[src/drive_pkg.sv]
package drive_pkg;
    // object dictionary indices
    localparam logic [15:0] IDX_DEV_TYPE  = 16'h1000;
    localparam logic [15:0] IDX_ERR_SUM   = 16'h1001;
    localparam logic [15:0] IDX_MAKER_ST  = 16'h1002;
    localparam logic [15:0] IDX_SYNC_ID   = 16'h1005;
    localparam logic [15:0] IDX_GUARD     = 16'h100C;
    localparam logic [15:0] IDX_LIFE      = 16'h100D;
    localparam logic [15:0] IDX_EMCY_ID   = 16'h1014;
    localparam logic [15:0] IDX_EMCY_GAP  = 16'h1015;
    localparam logic [15:0] IDX_HEARTBEAT = 16'h1017;
    localparam logic [15:0] IDX_IDENTITY  = 16'h1018;
    localparam logic [15:0] IDX_SDO       = 16'h1200;
    localparam logic [15:0] IDX_RX_MAP    = 16'h1600;
    localparam logic [15:0] IDX_TX_MAP    = 16'h1A00;
    localparam logic [15:0] IDX_CMD_WORD  = 16'h2000;
    localparam logic [15:0] IDX_SPEED_REF = 16'h2001;
    localparam logic [15:0] IDX_RAMP_REF  = 16'h2003;
    localparam logic [15:0] IDX_STATE_WD  = 16'h200A;
    // reset values
    localparam logic [31:0] SYNC_ID_RST   = 32'h0000_0080;
    localparam logic [31:0] EMCY_ID_BASE  = 32'h0000_0080;
    localparam logic [31:0] SDO_RX_BASE   = 32'h0000_0600;
    localparam logic [31:0] SDO_TX_BASE   = 32'h0000_0580;
    localparam logic [7:0]  IDENT_COUNT   = 8'h04;
    localparam logic [7:0]  SDO_COUNT     = 8'h02;
    localparam logic [2:0]  MAP_COUNT_RST = 3'h4;
    localparam logic [3:0][31:0] RX_MAP_RST = {
        32'h0006_0010, 32'h2003_0010, 32'h2001_0010, 32'h2000_0010};
    localparam logic [3:0][31:0] TX_MAP_RST = {
        32'h2010_0010, 32'h200D_0010, 32'h200B_0010, 32'h200A_0010};
    // command word bits
    localparam int CW_RUN   = 0;
    localparam int CW_FAST  = 1;
    localparam int CW_RESET = 2;
    localparam int CW_COAST = 3;
    // state word bits
    localparam int SW_RUN   = 0;
    localparam int SW_TRIP  = 1;
    localparam int SW_STBY  = 5;
    localparam int SW_READY = 6;
    // command source and terminal source codes
    localparam logic [3:0] SRC_SERIAL_A = 4'h3;
    localparam logic [3:0] SRC_SERIAL_B = 4'h4;
    localparam logic [3:0] SRC_CAN_A    = 4'h7;
    localparam logic [3:0] SRC_CAN_B    = 4'h8;
    localparam logic [3:0] TERM_MAX     = 4'h1;

    typedef enum logic [1:0] {
        MOTION_STOP  = 2'b00,
        MOTION_RUN   = 2'b01,
        MOTION_FAST  = 2'b11,
        MOTION_COAST = 2'b10
    } motion_e;

    typedef struct packed {
        logic [15:0]       cmd;
        logic [15:0]       speed;
        logic [15:0]       ramp;
        logic [31:0]       sync_id;
        logic [31:0]       emcy_id;
        logic              emcy_set;
        logic [15:0]       guard;
        logic [7:0]        life;
        logic [15:0]       emcy_gap;
        logic [15:0]       heartbeat;
        logic [3:0][31:0]  rx_map;
        logic [3:0][31:0]  tx_map;
        logic [2:0]        rx_cnt;
        logic [2:0]        tx_cnt;
        logic [31:0]       rdata;
        logic              ack;
        logic              err;
        motion_e           motion;
        logic              trip_rst;
        logic              term_ctl;
        logic [15:0]       speed_cmd;
        logic [15:0]       ramp_cmd;
        logic              ramp_valid;
        logic [15:0]       state_word;
    } state_s;
endpackage
[src/drive_fieldbus_control_status.sv]
// Summary of operation
// - command bit 0 set runs the motor, clear gives a normal stop.
// - command bit 1 stops the motor on the second deceleration ramp.
// - command bit 2 clears a trip while the drive is tripped.
// - command bit 3 removes drive so the motor coasts to rest.
// - priority is coast over fast stop over run.
// - bits 0, 1 and 3 act only with terminal source 0 or 1.
// - bit 2 acts whenever command source is serial mode 3 or 4.
// - speed reference is counted in 0.1 Hz steps.
// - speed reference is limited to the configured maximum speed.
// - ramp value applies to accel and decel only with source 4.
// - ramp value is counted in 0.01 s steps.
// - state word upper byte carries the fault code while tripped.
// - state bits 0, 1, 5 show running, tripped and standby.
// - state bit 6 shows ready: untripped, enabled, mains present.
// - read-only identity record of four 32-bit entries.
// - writable 16-bit heartbeat period in 1 ms, default zero.
// - writable 16-bit emergency spacing in 100 us, default zero.
// - read-only SDO identifiers 0x600 and 0x580 plus node id.
// - default receive mapping: command, speed, ramp, dummy.
// - default transmit mapping: state, speed, current, temperature.
// - bus control acts only with command source 3, 4, 7 or 8.
module drive_fieldbus_control_status #(
    parameter logic [31:0] DEVICE_TYPE  = 32'h0000_0000,
    parameter logic [31:0] VENDOR_CODE  = 32'h0000_0ABC, // arbitrary
    parameter logic [31:0] PRODUCT_CODE = 32'h0000_0001, // arbitrary
    parameter logic [31:0] REVISION     = 32'h0000_0001, // arbitrary
    parameter logic [31:0] SERIAL_NO    = 32'h0000_0001  // arbitrary
) (
    // clock and reset
    input  wire logic        sys_clk_in,
    input  wire logic        rst_n_in,
    // object dictionary access
    input  wire logic        od_rd_in,
    input  wire logic        od_wr_in,
    input  wire logic [15:0] od_index_in,
    input  wire logic [7:0]  od_sub_in,
    input  wire logic [31:0] od_wdata_in,
    output logic      [31:0] od_rdata_out,
    output logic             od_ack_out,
    output logic             od_err_out,
    // drive configuration
    input  wire logic [6:0]  node_id_in,
    input  wire logic [3:0]  cmd_source_in,
    input  wire logic [3:0]  term_source_in,
    input  wire logic [15:0] max_speed_in,
    // drive state
    input  wire logic        running_in,
    input  wire logic        tripped_in,
    input  wire logic        standby_in,
    input  wire logic        hw_enable_in,
    input  wire logic        mains_loss_in,
    input  wire logic [7:0]  fault_code_in,
    input  wire logic [7:0]  error_summary_in,
    input  wire logic [15:0] maker_status_in,
    // motor command and status
    output logic             run_out,
    output logic             fast_stop_out,
    output logic             coast_out,
    output logic             trip_reset_out,
    output logic             term_ctl_out,
    output logic      [15:0] speed_cmd_out,
    output logic      [15:0] ramp_cmd_out,
    output logic             ramp_valid_out,
    output logic      [15:0] state_word_out
);

    drive_pkg::state_s st_reg;
    drive_pkg::state_s st_next;

    // signed magnitude limit, applied in both directions
    function automatic logic [15:0] limit_speed(
        input logic [15:0] ref_val,
        input logic [15:0] lim
    );
        logic [15:0] mag;
        logic [15:0] neg_lim;
        mag = ref_val[15] ? 16'(-ref_val) : ref_val;
        neg_lim = 16'(-lim);
        limit_speed = ref_val;
        if (mag > lim) begin
            limit_speed = ref_val[15] ? neg_lim : lim;
        end
    endfunction

    function automatic logic is_serial(input logic [3:0] src);
        is_serial = (src == drive_pkg::SRC_SERIAL_A) ||
                    (src == drive_pkg::SRC_SERIAL_B);
    endfunction

    function automatic logic is_can(input logic [3:0] src);
        is_can = (src == drive_pkg::SRC_CAN_A) ||
                 (src == drive_pkg::SRC_CAN_B);
    endfunction

    logic        bus_src;
    logic        ctl_ok;
    logic        hit;
    logic        ro_obj;
    logic [31:0] rd_val;
    logic [31:0] node_ext;
    logic [1:0]  map_sel;

    assign node_ext = {25'h0, node_id_in};
    assign map_sel  = od_sub_in[1:0] - 2'h1;
    assign bus_src  = is_serial(cmd_source_in) ||
                      is_can(cmd_source_in);
    assign ctl_ok   = bus_src &&
                      (term_source_in <= drive_pkg::TERM_MAX);

    // dictionary decode: value, presence, and write protection
    always_comb begin
        rd_val = 32'h0;
        hit    = 1'b1;
        ro_obj = 1'b0;
        unique case (od_index_in)
            drive_pkg::IDX_DEV_TYPE: begin
                rd_val = DEVICE_TYPE;
                ro_obj = 1'b1;
            end
            drive_pkg::IDX_ERR_SUM: begin
                rd_val = {24'h0, error_summary_in};
                ro_obj = 1'b1;
            end
            drive_pkg::IDX_MAKER_ST: begin
                rd_val = {16'h0, maker_status_in};
                ro_obj = 1'b1;
            end
            drive_pkg::IDX_SYNC_ID:   rd_val = st_reg.sync_id;
            drive_pkg::IDX_GUARD:     rd_val = {16'h0, st_reg.guard};
            drive_pkg::IDX_LIFE:      rd_val = {24'h0, st_reg.life};
            drive_pkg::IDX_EMCY_ID: begin
                rd_val = st_reg.emcy_set ? st_reg.emcy_id
                       : drive_pkg::EMCY_ID_BASE + node_ext;
            end
            drive_pkg::IDX_EMCY_GAP:
                rd_val = {16'h0, st_reg.emcy_gap};
            drive_pkg::IDX_HEARTBEAT:
                rd_val = {16'h0, st_reg.heartbeat};
            drive_pkg::IDX_IDENTITY: begin
                ro_obj = 1'b1;
                unique case (od_sub_in)
                    8'h00: rd_val = {24'h0, drive_pkg::IDENT_COUNT};
                    8'h01: rd_val = VENDOR_CODE;
                    8'h02: rd_val = PRODUCT_CODE;
                    8'h03: rd_val = REVISION;
                    8'h04: rd_val = SERIAL_NO;
                    default: hit = 1'b0;
                endcase
            end
            drive_pkg::IDX_SDO: begin
                ro_obj = 1'b1;
                unique case (od_sub_in)
                    8'h00: rd_val = {24'h0, drive_pkg::SDO_COUNT};
                    8'h01: rd_val = drive_pkg::SDO_RX_BASE + node_ext;
                    8'h02: rd_val = drive_pkg::SDO_TX_BASE + node_ext;
                    default: hit = 1'b0;
                endcase
            end
            drive_pkg::IDX_RX_MAP: begin
                if (od_sub_in == 8'h00) begin
                    rd_val = {29'h0, st_reg.rx_cnt};
                end else if (od_sub_in <= 8'h04) begin
                    rd_val = st_reg.rx_map[map_sel];
                end else begin
                    hit = 1'b0;
                end
            end
            drive_pkg::IDX_TX_MAP: begin
                if (od_sub_in == 8'h00) begin
                    rd_val = {29'h0, st_reg.tx_cnt};
                end else if (od_sub_in <= 8'h04) begin
                    rd_val = st_reg.tx_map[map_sel];
                end else begin
                    hit = 1'b0;
                end
            end
            drive_pkg::IDX_CMD_WORD:  rd_val = {16'h0, st_reg.cmd};
            drive_pkg::IDX_SPEED_REF: rd_val = {16'h0, st_reg.speed};
            drive_pkg::IDX_RAMP_REF:  rd_val = {16'h0, st_reg.ramp};
            drive_pkg::IDX_STATE_WD: begin
                rd_val = {16'h0, st_reg.state_word};
                ro_obj = 1'b1;
            end
            default: hit = 1'b0;
        endcase
        if (!hit) begin
            ro_obj = 1'b1;
        end
    end

    always_comb begin
        st_next     = st_reg;
        st_next.ack = od_rd_in || od_wr_in;
        st_next.err = (od_rd_in && !hit) || (od_wr_in && ro_obj);
        if (od_rd_in) begin
            st_next.rdata = hit ? rd_val : 32'h0;
        end

        // writes to single objects land whatever the subindex
        if (od_wr_in && !ro_obj) begin
            unique case (od_index_in)
                drive_pkg::IDX_SYNC_ID: st_next.sync_id = od_wdata_in;
                drive_pkg::IDX_GUARD:   st_next.guard = od_wdata_in[15:0];
                drive_pkg::IDX_LIFE:    st_next.life = od_wdata_in[7:0];
                drive_pkg::IDX_EMCY_ID: begin
                    st_next.emcy_id  = od_wdata_in;
                    st_next.emcy_set = 1'b1;
                end
                drive_pkg::IDX_EMCY_GAP:
                    st_next.emcy_gap = od_wdata_in[15:0];
                drive_pkg::IDX_HEARTBEAT:
                    st_next.heartbeat = od_wdata_in[15:0];
                drive_pkg::IDX_RX_MAP: begin
                    if (od_sub_in == 8'h00) begin
                        st_next.rx_cnt = od_wdata_in[2:0];
                    end else begin
                        st_next.rx_map[map_sel] = od_wdata_in;
                    end
                end
                drive_pkg::IDX_TX_MAP: begin
                    if (od_sub_in == 8'h00) begin
                        st_next.tx_cnt = od_wdata_in[2:0];
                    end else begin
                        st_next.tx_map[map_sel] = od_wdata_in;
                    end
                end
                drive_pkg::IDX_CMD_WORD:  st_next.cmd = od_wdata_in[15:0];
                drive_pkg::IDX_SPEED_REF: st_next.speed = od_wdata_in[15:0];
                drive_pkg::IDX_RAMP_REF:  st_next.ramp = od_wdata_in[15:0];
                default: ;
            endcase
        end

        // motion command from the stored word
        st_next.term_ctl = !ctl_ok;
        if (!ctl_ok) begin
            st_next.motion = drive_pkg::MOTION_STOP;
        end else if (st_reg.cmd[drive_pkg::CW_COAST]) begin
            st_next.motion = drive_pkg::MOTION_COAST;
        end else if (st_reg.cmd[drive_pkg::CW_FAST]) begin
            st_next.motion = drive_pkg::MOTION_FAST;
        end else if (st_reg.cmd[drive_pkg::CW_RUN]) begin
            st_next.motion = drive_pkg::MOTION_RUN;
        end else begin
            st_next.motion = drive_pkg::MOTION_STOP;
        end

        // level held while tripped; drops at the first edge after tripped_in clears
        st_next.trip_rst = st_reg.cmd[drive_pkg::CW_RESET] &&
                           tripped_in &&
                           is_serial(cmd_source_in);

        // 0.1 Hz steps passed through, only the limit is applied
        st_next.speed_cmd = limit_speed(st_reg.speed,
                                        max_speed_in);
        // 0.01 s steps, one value for both ramps
        st_next.ramp_valid = (cmd_source_in ==
                              drive_pkg::SRC_SERIAL_B);
        if (st_next.ramp_valid) begin
            st_next.ramp_cmd = st_reg.ramp;
        end

        st_next.state_word = 16'h0;
        if (tripped_in) begin
            st_next.state_word[15:8] = fault_code_in;
        end
        st_next.state_word[drive_pkg::SW_RUN]  = running_in;
        st_next.state_word[drive_pkg::SW_TRIP] = tripped_in;
        st_next.state_word[drive_pkg::SW_STBY] = standby_in;
        st_next.state_word[drive_pkg::SW_READY] =
            !tripped_in && hw_enable_in && !mains_loss_in;
    end

    always_ff @(posedge sys_clk_in) begin
        if (!rst_n_in) begin
            st_reg            <= '0;
            st_reg.sync_id    <= drive_pkg::SYNC_ID_RST;
            st_reg.rx_map     <= drive_pkg::RX_MAP_RST;
            st_reg.tx_map     <= drive_pkg::TX_MAP_RST;
            st_reg.rx_cnt     <= drive_pkg::MAP_COUNT_RST;
            st_reg.tx_cnt     <= drive_pkg::MAP_COUNT_RST;
            st_reg.motion     <= drive_pkg::MOTION_STOP;
            st_reg.term_ctl   <= 1'b1;
        end else begin
            st_reg <= st_next;
        end
    end

    assign od_rdata_out   = st_reg.rdata;
    assign od_ack_out     = st_reg.ack;
    assign od_err_out     = st_reg.err;
    assign run_out        = st_reg.motion == drive_pkg::MOTION_RUN;
    assign fast_stop_out  = st_reg.motion == drive_pkg::MOTION_FAST;
    assign coast_out      = st_reg.motion == drive_pkg::MOTION_COAST;
    assign trip_reset_out = st_reg.trip_rst;
    assign term_ctl_out   = st_reg.term_ctl;
    assign speed_cmd_out  = st_reg.speed_cmd;
    assign ramp_cmd_out   = st_reg.ramp_cmd;
    assign ramp_valid_out = st_reg.ramp_valid;
    assign state_word_out = st_reg.state_word;

endmodule

[config.mk]
export PLATFORM = sky130hd
export DESIGN_NAME = drive_fieldbus_control_status
export DESIGN_NICKNAME = d
export VERILOG_FILES = /design/src/drive_pkg.sv /design/src/drive_fieldbus_control_status.sv
export SDC_FILE = /design/constraint.sdc
export NUM_CORES = 1
export LEC_CHECK = 0
export BUFFER_PORTS_ARGS = -buffer_cell sky130_fd_sc_hd__buf_4
export CAP_MARGIN = 20
export CELL_PAD_IN_SITES_DETAIL_PLACEMENT = 0
export CELL_PAD_IN_SITES_GLOBAL_PLACEMENT = 1
export CORE_ASPECT_RATIO = 0.9
export CORE_MARGIN = 5
export CORE_UTILIZATION = 41
export DETAILED_ROUTE_END_ITERATION = 8
export GPL_TIMING_DRIVEN = 0
export PLACE_DENSITY = 0.82
export SETUP_SLACK_MARGIN = 0.2
export SYNTH_ARGS = -nofsm -noshare
export SYNTH_HDL_FRONTEND = slang
export SYNTH_SLANG_ARGS = --single-unit
[constraint.sdc]
create_clock -name sys_clk_in -period 3.7 [get_ports sys_clk_in]
set_clock_uncertainty 0.05 [all_clocks]
set_input_delay 0 -clock sys_clk_in [delete_from_list [all_inputs] [get_ports sys_clk_in]]
set_output_delay 0 -clock sys_clk_in [all_outputs]
set_load 0.02 [all_outputs]
---- Word level (Yosys, flattened, before mapping) ----
Index checks and enable logic that the tools add are counted.
storage, ports and cells
  input bits .............................. 128
  output and inout port bits .............. 88
  memory bits (writable) .................. 0
  latch bits .............................. 0
  bits in read-only memories .............. 0
  memories ................................ 0
  bits in registers ....................... 518
  word-level logic and storage cells ...... 147
operators by class
  $mul .................................... 0
  div/mod/pow operators ................... 0
  shift operators ......................... 0
  order comparisons ....................... 5
  equality and inequality tests ........... 28
  $add $sub $neg .......................... 6
  reduce and logical (&&, ||, !) cells .... 42
  muxes and demuxes ....................... 30
  bitwise gates (word level) .............. 3
operators by type and width
  operator                 count
  $pmux W32 S16            1
  $mux W32                 9
  $bwmux W128              2
  $eq A16 B13 Y1 const B   13
  $bmux W32 S2             2
  $pmux W12 S3             2
  $demux W32 S2            1
  $eq A16 B14 Y1 const B   4
  $mux W16                 3
  $neg A16 Y16             2
  $add A11 B7 Y12 const A  2
  $reduce_and A2 Y1        11
  $eq A8 B2 Y1 const B     2
  $gt A16 B16 Y1           1
  $reduce_or A13 Y1        1
  $reduce_and A3 Y1        4
  $add A8 B7 Y9 const A    1
  $logic_and A1 B1 Y1      9
  $reduce_or A3 Y1         3
  $eq A4 B3 Y1 const B     2
  $eq A8 B1 Y1 const B     1
  $eq A8 B3 Y1 const B     1
  $le A8 B3 Y1 const B     1
  $logic_not A8 Y1         1
  other kinds (17)         35

---- Longest topological paths before layout ----
Gate-level depths: netlist of the first run.
  word-level depth ........................ 8
  gate-level depth with buffers ........... 16
  gate-level depth less buffers ........... 14

---- Least setup slack after synthesis of the first run ----
No wires, ideal clock.
  kind .................................... reg2reg
  start point ............................. register st_reg[489] in the netlist's numbering
  end point ............................... register st_reg (netlist bit speed_cmd_out[10])
  data required time ...................... 3.513 ns
  setup time .............................. 0.137 ns
  period minus slack after synthesis ...... 3.855 ns
  arrival time ............................ 3.668 ns
  path slack .............................. -0.155 ns
  cell stages (with the launch flop) ...... 16
  buffers on the path ..................... 3
  path through ............................ dfxtp_1 -> clkbuf_1 -> or4_1 -> nor4_1 -> inv_1 -> or3_1 -> o31ai_1 -> xnor2_1 -> ha_1 -> nand3_1 -> nor4_1 -> a221o_1 -> o21a_1 -> clkbuf_1 -> buf_1 -> a211oi_1
between the ends
  cells in the longest elaborated chain, start to end .. 4
ends and longest elaborated chain
  what                    line                                  text
  start, declared         drive_fieldbus_control_status.sv:68   drive_pkg::state_s st_reg;
  start signal, assigned  drive_fieldbus_control_status.sv:286  st_reg <= st_next;
  $neg A16 Y16            drive_fieldbus_control_status.sv:78   mag = ref_val[15] ? 16'(-ref_val) : ref_val;
  $mux W16 (*)            drive_fieldbus_control_status.sv:78
  $gt A16 B16 Y1 (*)      drive_fieldbus_control_status.sv:81   if (mag > lim) begin
  $mux W16 (*)            drive_fieldbus_control_status.sv:81
Mark *: on every way between the ends. The rest lies on a longest branch, timed or not.
A chain may end at the register's enable or synchronous reset.

---- Final worst setup path of the first run ----
  start point ............................. register st_reg[490] in the netlist's numbering
  end point ............................... register st_reg (netlist bit speed_cmd_out[10])
The elaborated chain is that of the path after synthesis.

==> impl_summary.log, run 1 <==
[metrics] number of input and output port buffers inserted: 178
[metrics] number of cells on the worst reg-to-reg path: 17
[metrics] required time at the endpoint of the critical path: between 4 and 5 ns
[metrics] count of flip-flops with a built-in enable after synthesis: 0
[metrics] final non-filler cell total: slightly above 4000
[metrics] pin count of the biggest net entering global routing: 16
[metrics] area overhead of the layout relative to synthesis: 24.8%
[metrics] Top delay family on crit path: simple AND/OR/NAND/NOR gates
[metrics] aggregate global routing overflow: 0
[metrics] beginning of the worst hold path: rst_n_in
[metrics] clock buffer depth: 3
[metrics] via density per instance: 5.97
[metrics] Pre-Repair DR Iteration Count: 7
[metrics] share of the clock period used by the worst path after layout: a little over nine tenths
[metrics] clock tree root buffer cell: sky130_fd_sc_hd__clkbuf_16
[metrics] total count of hold-check failures in the final report: 0
[metrics] worst hold path depth: 4
[metrics] number of vias after detailed routing: ~24000
[metrics] drt drc: 0
[metrics] floorplan die height: between 200 and 250 um
[metrics] endpoint arrival time on the critical path: just over 4 ns
[metrics] Crit-path slowest cell: sky130_fd_sc_hd__or4_4
[metrics] RSZ-0062 raised after global routing: yes
[metrics] number of nets at the end of the flow: 3433
[metrics] Post-Synthesis Cell Area: approximately 24000 um^2
[metrics] Max H-tree Level: 2
[metrics] share of synthesized area occupied by flip-flops and latches: between 40% and 50%
[metrics] average cell area after synthesis: just over 8 um^2
[metrics] FILL cells: 5369
[metrics] Register-to-Register Setup Slack: slightly below 0.09 ns
[metrics] P per Cell Area: between 400 and 500 nW/um^2
[metrics] # placed instances: 3856
[metrics] antenna-violating nets left: 0
[metrics] Die X: 264 um
[metrics] final wirelength: approximately 100000 um
[metrics] Static Leakage: 0.0106 uW
[metrics] ports placed on the boundary: about 220
[metrics] layout cells sized above 1: 16.9%
[metrics] crit path kind: reg -> reg
[metrics] Bufs and invs on worst path: 6
[metrics] number of distinct library cell variants in the gate-level netlist after synthesis: 74
[metrics] asr flop ratio synth: 0%
[metrics] post-synthesis sequential element count: just over 500
[metrics] worst flop-to-flop path startpoint: st_reg[490]
[metrics] iteration-0 DRC count of the detailed router: about 3100
[metrics] worst min path class: in -> reg
[metrics] initial antenna violation count: 2
[metrics] Cell Chain, Critical Path: buf_8, or4_4, nor4_4, inv_2, buf_6, o21ai_4, nand2_2, xor2_2, ha_1, nand4_1, nor4_4, buf_4, nand4_1, o21a_4, buf_8, clkbuf_16, a211oi_2
[metrics] predominant post-synthesis flop cell: sky130_fd_sc_hd__dfxtp_1
[metrics] max FFs per register: ~430
[metrics] DP HPWL: about 75000 um
[metrics] WL per Instance: about 25 um
[metrics] CTS tree: done
[metrics] maximum vdd ir drop: about 0.32 mV
[metrics] fin crit period: 3.61 ns
[metrics] Initial Util: around two fifths
[metrics] Slew Viols, Final: 0
[metrics] result of the run: complete, no violations
[metrics] fin util: between 50% and 60%
[metrics] Clock Sink Count: about 500
[metrics] clock transition at the registers of the reported paths: approximately 0.06 ns
[metrics] RePlAce Congestion: between 0.9 and 1
[metrics] number of warnings printed during yosys synthesis: 0
[metrics] Site Rows: slightly above 80
[metrics] highest clock rate: ~280 MHz
[metrics] type of origin of the critical path: flop
[metrics] crit path capture type: flop
[metrics] post-route total power: around 12000 uW
[metrics] number of clock buffers inserted by TritonCTS: 55
[metrics] cells after synthesis: 2898
[metrics] total core area: 57300 um^2
[metrics] Clk Latency, worst-skew pair: between 0.6 and 0.7 ns
[metrics] via count of the first global-routing pass: between 20000 and 25000
[metrics] number of maximum-capacitance constraint violations: 0
[metrics] longest individual stage delay on the worst path: around 0.55 ns
[metrics] actual slew at the worst max-slew pin: 1.17 ns
[metrics] largest driver fanout on the critical path: 6
[metrics] GRT Overall Usage: between 30% and 40%
[metrics] number of endpoints failing setup at the final stage: 0
[metrics] Crit Reg-Reg Endpoint: speed_cmd_out[10]
[metrics] Die Footprint: around 63000 um^2
[metrics] worst relative slew slack: a little over a fifth
[metrics] wire length of the first global-routing pass: 149000 um
[metrics] Worst Hold Endpoint: st_reg[230]
[layout by cell type, fill, tap and decap left out, drive strengths merged, types with 5 or more instances in the layout]
master       count
mux4            64
a22o             6
a21oi          208
inv             46
clkbuf         272
ha              24
xnor2           25
dlygate4sd3    120
or2              6
a2111oi         12
nand2          670
a222oi          25
dfxtp          514
nor4            20
and3            12
nor2b           11
nand2b          12
nor4b           10
a32oi            5
or3             12
and2             7
nand3          254
nand4           18
or4              5
o31ai            7
clkinv          10
mux2i           19
a221oi          28
nor3            63
buf            349
a31oi            7
a211oi          23
nor2            82
a22oi           47
o21ai          269
[final cells by class]
cell class	count	area (um^2)	area share, %
antenna	4	10.0	0.0336
inverter	42	158	0.530
clock buffer	84	1660	5.56
buffer	334	1740	5.86
multi-input combinational	2010	11900	40.0
clock inverter	20	246	0.829
sequential	514	10300	34.6
timing repair buffer	324	2770	9.32
tap	765	957	3.22
[power breakdown]
part	total, uW	internal, uW	switching, uW
Clock	5850	3380	2470
Combinational	902	288	614
Sequential	5540	5540	4.77
[cell usage after synthesis, types with 7 or more instances]
master                        n  share of area (%)
sky130_fd_sc_hd__a2111oi_4    8               0.92
sky130_fd_sc_hd__a211oi_1    23               0.72
sky130_fd_sc_hd__a21oi_1    208                4.4
sky130_fd_sc_hd__a221oi_1    28                1.0
sky130_fd_sc_hd__a222oi_1    25                1.0
sky130_fd_sc_hd__a22oi_1     47                1.5
sky130_fd_sc_hd__a31oi_1      7               0.18
sky130_fd_sc_hd__and3_1      12               0.31
sky130_fd_sc_hd__buf_1       11               0.17
sky130_fd_sc_hd__buf_2       47               0.99
sky130_fd_sc_hd__buf_4       83                2.6
sky130_fd_sc_hd__buf_6        7               0.33
sky130_fd_sc_hd__clkbuf_1   187                2.9
sky130_fd_sc_hd__dfxtp_1    514                 43
sky130_fd_sc_hd__ha_1        24                1.3
sky130_fd_sc_hd__inv_1       42               0.66
sky130_fd_sc_hd__mux2i_1     19               0.80
sky130_fd_sc_hd__mux4_2      64                6.0
sky130_fd_sc_hd__nand2_1    670                 11
sky130_fd_sc_hd__nand2b_1    12               0.31
sky130_fd_sc_hd__nand3_1    254                5.3
sky130_fd_sc_hd__nand4_1     18               0.47
sky130_fd_sc_hd__nor2_1      82                1.3
sky130_fd_sc_hd__nor2b_1     11               0.29
sky130_fd_sc_hd__nor3_1      63                1.3
sky130_fd_sc_hd__nor4_1      16               0.42
sky130_fd_sc_hd__nor4b_1      8               0.29
sky130_fd_sc_hd__o21ai_0     52                1.1
sky130_fd_sc_hd__o21ai_1    217                4.6
sky130_fd_sc_hd__o31ai_1      7               0.22
sky130_fd_sc_hd__or3_1       12               0.31
sky130_fd_sc_hd__xnor2_1     25               0.92
[cell families (layout without fill, tap and decap cells)]
kind of cell,after synthesis,after routing,share of synthesized area (%)
other cells,1,8,0.0157
xor+xnor,29,29,1.07
mux,84,84,6.89
compound gates,673,673,17.5
buf+inv,377,804,7.71
fa+ha+maj,24,24,1.26
simple gates,1196,1196,22.4
flops,514,514,43.2
[what timing repair did]
action | in CTS | in global routing
setup buffers | 4 | 4
gates resized for setup | 47 | 16
gates cloned | 1 | 1
hold buffers | 120 | 0
endpoints found under the hold margin | 323 | 0
endpoints found under the setup margin | 305 | 93
pin swaps | 8 | 4
[stage by stage]
step	setup TNS (ns)	instance area (um^2)	setup WS (ns)	hold slack, ns
after detailed placement	-338.04	26300	-2.01	0.127
after floorplan	0	23900	0.200	0.0267
after global placement	-310.92	26200	-2.02	0.126
final	0	29700	0.0883	0.0537
after global routing	-1.12	29700	-0.108	0.0190
after CTS	0	29600	0.103	0.00200
[worst max-delay path by stage]
stage	start	endpoint	cells past startpoint
after floorplan	st_reg[489]	speed_cmd_out[13]	15
after global placement	od_sub_in[0]	od_rdata_out[10]	12
after detailed placement	od_sub_in[0]	od_rdata_out[10]	12
after CTS	st_reg[490]	speed_cmd_out[10]	15
after global routing	st_reg[490]	speed_cmd_out[9]	17
final	st_reg[490]	speed_cmd_out[10]	17
[routing by layer]
layer / GRT usage [%] / share of wire, % / vias to the layer above
li1: - / - / 10900
met1: 42.1 / 41 / 12000
met2: 47.6 / 44 / 1378
met3: 6.55 / 10 / 213
met4: 11.6 / 3.8 / 0
met5: 0 / 0 / -
[tightest hold or removal path: cells and delay by family]
kind                   cells  cell delay (ns)
AO/OA/AOI/OAI              1             0.05
AND/OR/NAND/NOR            1             0.13
buffers and inverters      2             0.49
Power figures use the tool's default switching activity.
==> inputs of run 2 (changes only) <==
- GPL_TIMING_DRIVEN: 0 -> unset
==> impl_summary.log, run 2 (same netlist as run 1, synthesis figures left out) <==
[metrics] clock tree root buffer cell: sky130_fd_sc_hd__clkbuf_16
[metrics] design internal power: 9100 uW (-1.2%)
[metrics] clock buffer depth: 3 (unchanged)
[metrics] actual slew at the worst max-slew pin: 1.07 ns (-0.0969 ns)
[metrics] Initial Util: 41.6% (unchanged)
[metrics] aggregate global routing overflow: 0 (unchanged)
[metrics] highest clock rate: 287 MHz (+3.7%)
[metrics] worst relative slew slack: 28.2% (+6.8 points)
[metrics] Site Rows: 83 (unchanged)
[metrics] maximum vdd ir drop: 0.377 mV (+18%)
[metrics] required time at the endpoint of the critical path: 4.18 ns (about the same)
[metrics] FILL cells: 5247 (-2.3%)
[metrics] ports placed on the boundary: 216 (unchanged)
[metrics] worst min path class: in -> reg
[metrics] most common cell after layout, fill and taps aside: sky130_fd_sc_hd__nand2_1
[metrics] Die X: 264 um (unchanged)
[metrics] longest individual stage delay on the worst path: 0.57 ns (+0.02 ns)
[metrics] Clk Latency, worst-skew pair: 0.62 ns (about the same)
[metrics] max FFs per register: 433 (unchanged)
[metrics] final non-filler cell total: 3865 (-5.7%)
[metrics] wire length of the first global-routing pass: 122000 um (-18%)
[metrics] RePlAce Congestion: 0.956 (-2.5%)
[metrics] via count of the first global-routing pass: 20500 (-12%)
[metrics] Clock Sink Count: 514 (unchanged)
[metrics] CTS tree: done
[metrics] final wirelength: 80500 um (-21%)
[metrics] fin crit period: 3.48 ns (-0.128 ns)
[metrics] Die Footprint: 63100 um^2 (unchanged)
[metrics] Max H-tree Level: 2 (unchanged)
[metrics] DP HPWL: 53100 um (-29%)
[metrics] P per Cell Area: 410 nW/um^2 (-0.72%)
[metrics] most frequent cells in the layout: sky130_fd_sc_hd__nand2_1, sky130_fd_sc_hd__dfxtp_1, sky130_fd_sc_hd__buf_4
[metrics] total count of hold-check failures in the final report: 0 (unchanged)
[metrics] number of input and output port buffers inserted: 210 (+18%)
[metrics] result of the run: complete, no violations
[metrics] endpoint arrival time on the critical path: 3.96 ns (-0.13 ns)
[metrics] WL per Instance: 20.8 um (-16%)
[metrics] fraction of power spent switching nets: 23.4% (-1.7 points)
[metrics] Slew Viols, Final: 0 (unchanged)
[metrics] Cell Chain, Critical Path: or4_4, nor4_4, inv_1, or3_4, o31ai_4, xnor2_1, ha_1, nand3_2, nor4_4, a221o_1, o21a_4, buf_12, clkbuf_16, a211oi_1
[metrics] sequential fraction of design power: 46.7% (+1.6 points)
[metrics] Antenna diodes: 0 (-4)
[metrics] share of total power in combinational logic: 6.3% (-1.0 points)
[metrics] number of nets at the end of the flow: 3210 (-6.5%)
[metrics] clock transition at the registers of the reported paths: 0.06 ns (about the same)
[metrics] total core area: 57300 um^2 (unchanged)
[metrics] GRT Overall Usage: 24.2% (-6.5 points)
[metrics] RSZ-0062 raised after global routing: yes
[metrics] pin count of the biggest net entering global routing: 204 (+188)
[metrics] number of maximum-capacitance constraint violations: 0 (unchanged)
[metrics] number of endpoints failing setup at the final stage: 0 (unchanged)
[metrics] type of origin of the critical path: flop
[metrics] iteration-0 DRC count of the detailed router: 2550 (-18%)
[metrics] cell with the most instances on the worst path: sky130_fd_sc_hd__nor4_4
[metrics] number of vias after detailed routing: 22100 (-9.7%)
[metrics] Clock Power Share: 47.0% (-0.6 points)
[metrics] # placed instances: 3634 (-5.8%)
[metrics] area overhead of the layout relative to synthesis: 21.4%
[metrics] summed negative setup slack over all endpoints: 0 ns (unchanged)
[metrics] via density per instance: 5.71 (-4.3%)
[metrics] Crit-path slowest cell: sky130_fd_sc_hd__or4_4
[metrics] drt drc: 0 (unchanged)
[metrics] share of the clock period used by the worst path after layout: 94.2% (-3.4 points)
[metrics] initial antenna violation count: 3 (+1)
[metrics] number of clock buffers inserted by TritonCTS: 54 (-1.8%)
[metrics] crit path kind: reg -> reg
[metrics] crit path capture type: flop
[metrics] antenna-violating nets left: 0 (unchanged)
[metrics] largest driver fanout on the critical path: 5 (-1)
[metrics] layout cells sized above 1: 17.0% (+0.021 points)
[metrics] Static Leakage: 0.0102 uW (-4.1%)
[metrics] Pre-Repair DR Iteration Count: 6 (-1)
[metrics] floorplan die height: 239 um (unchanged)
[metrics] switching pwr: 2780 uW (-10%)
## run 2: cell count changes in the layout (fill, tap and decap cells not counted), sizes merged
cell,delta
buf,-40
diode,-4
dlygate4sd3,+6
clkinv,+5
clkbuf,-195
inv,-3
clkdlybuf4s18,-1
## run 2: through the flow
step | cell area (um^2) | worst slack, ns | power (uW) | util (%) | hold WS [ns]
final | 28900 | 0.216 | 11900 | 50.5 | 0.0544
after global routing | 28900 | 0.0906 | 12200 | 50.5 | 0.0399
after CTS | 28800 | 0.167 | 11900 | 50.3 | 0.00367
after detailed placement | 25600 | 0.0381 | 6310 | 44.7 | 0.123
after global placement | 25600 | 0.0787 | 6310 | 44.7 | 0.121
after floorplan | 23900 | 0.200 | 6040 | - | 0.0267
## run 2: routing by layer
layer	part of all wire [%]	GRT usage, %	vias up
met5	0.016	0	-
met4	2.6	6.49	2
met1	42	33.2	10600
met3	9.7	5.42	122
met2	45	38.7	931
li1	-	-	10400
## run 2: power groups by stage
stage / clock network, uW / registers, uW / logic [uW]
6_report: 5580 / 5550 / 748
5_1_grt: 5890 / 5540 / 794
4_1_cts: 5660 / 5550 / 736
3_5_place_dp: 0 / 5670 / 644
3_3_place_gp: 0 / 5670 / 637
2_1_floorplan: 0 / 5670 / 372
## run 2: worst max-delay path, delay by kind of cell, from the launching register on
family,cells,cell delay [ns]
flops,1,0.32
compound gates,4,0.97
fa+ha+maj,1,0.26
buf+inv,3,0.38
simple gates,5,1.28
xor+xnor,1,0.14
## run 2: timing repair
action / CTS / global route
pin swaps: 2 / 4
buffers inserted: 1 / 4
gates cloned: 1 / 1
hold endpoints to repair: 495 / 0
setup endpoints to repair: 15 / 17
hold buffers: 126 / 0
gates resized for setup: 17 / 15
## run 2: layout make-up
cell class	instances	area, um^2	area share (%)
Clock inverter	22	244	0.843
Inverter	42	165	0.571
Sequential cell	514	10300	35.6
Timing Repair Buffer	436	3770	13.0
Tap cell	765	957	3.31
Multi-Input combinational cell	2010	11900	41.2
Clock buffer	76	1600	5.51
## run 2: worst paths after layout
kind | start | end | slack, ns | cells after the start
worst max-delay path | st_reg[489] | speed_cmd_out[1] | 0.22 | 14
worst min-delay path | od_sub_in[2] | od_rdata_out[0] | 0.05 | 4
worst max register to register | st_reg[489] | speed_cmd_out[1] | 0.22 | 14
worst min register to register | st_reg[271] | st_reg[271] | 0.40 | 2
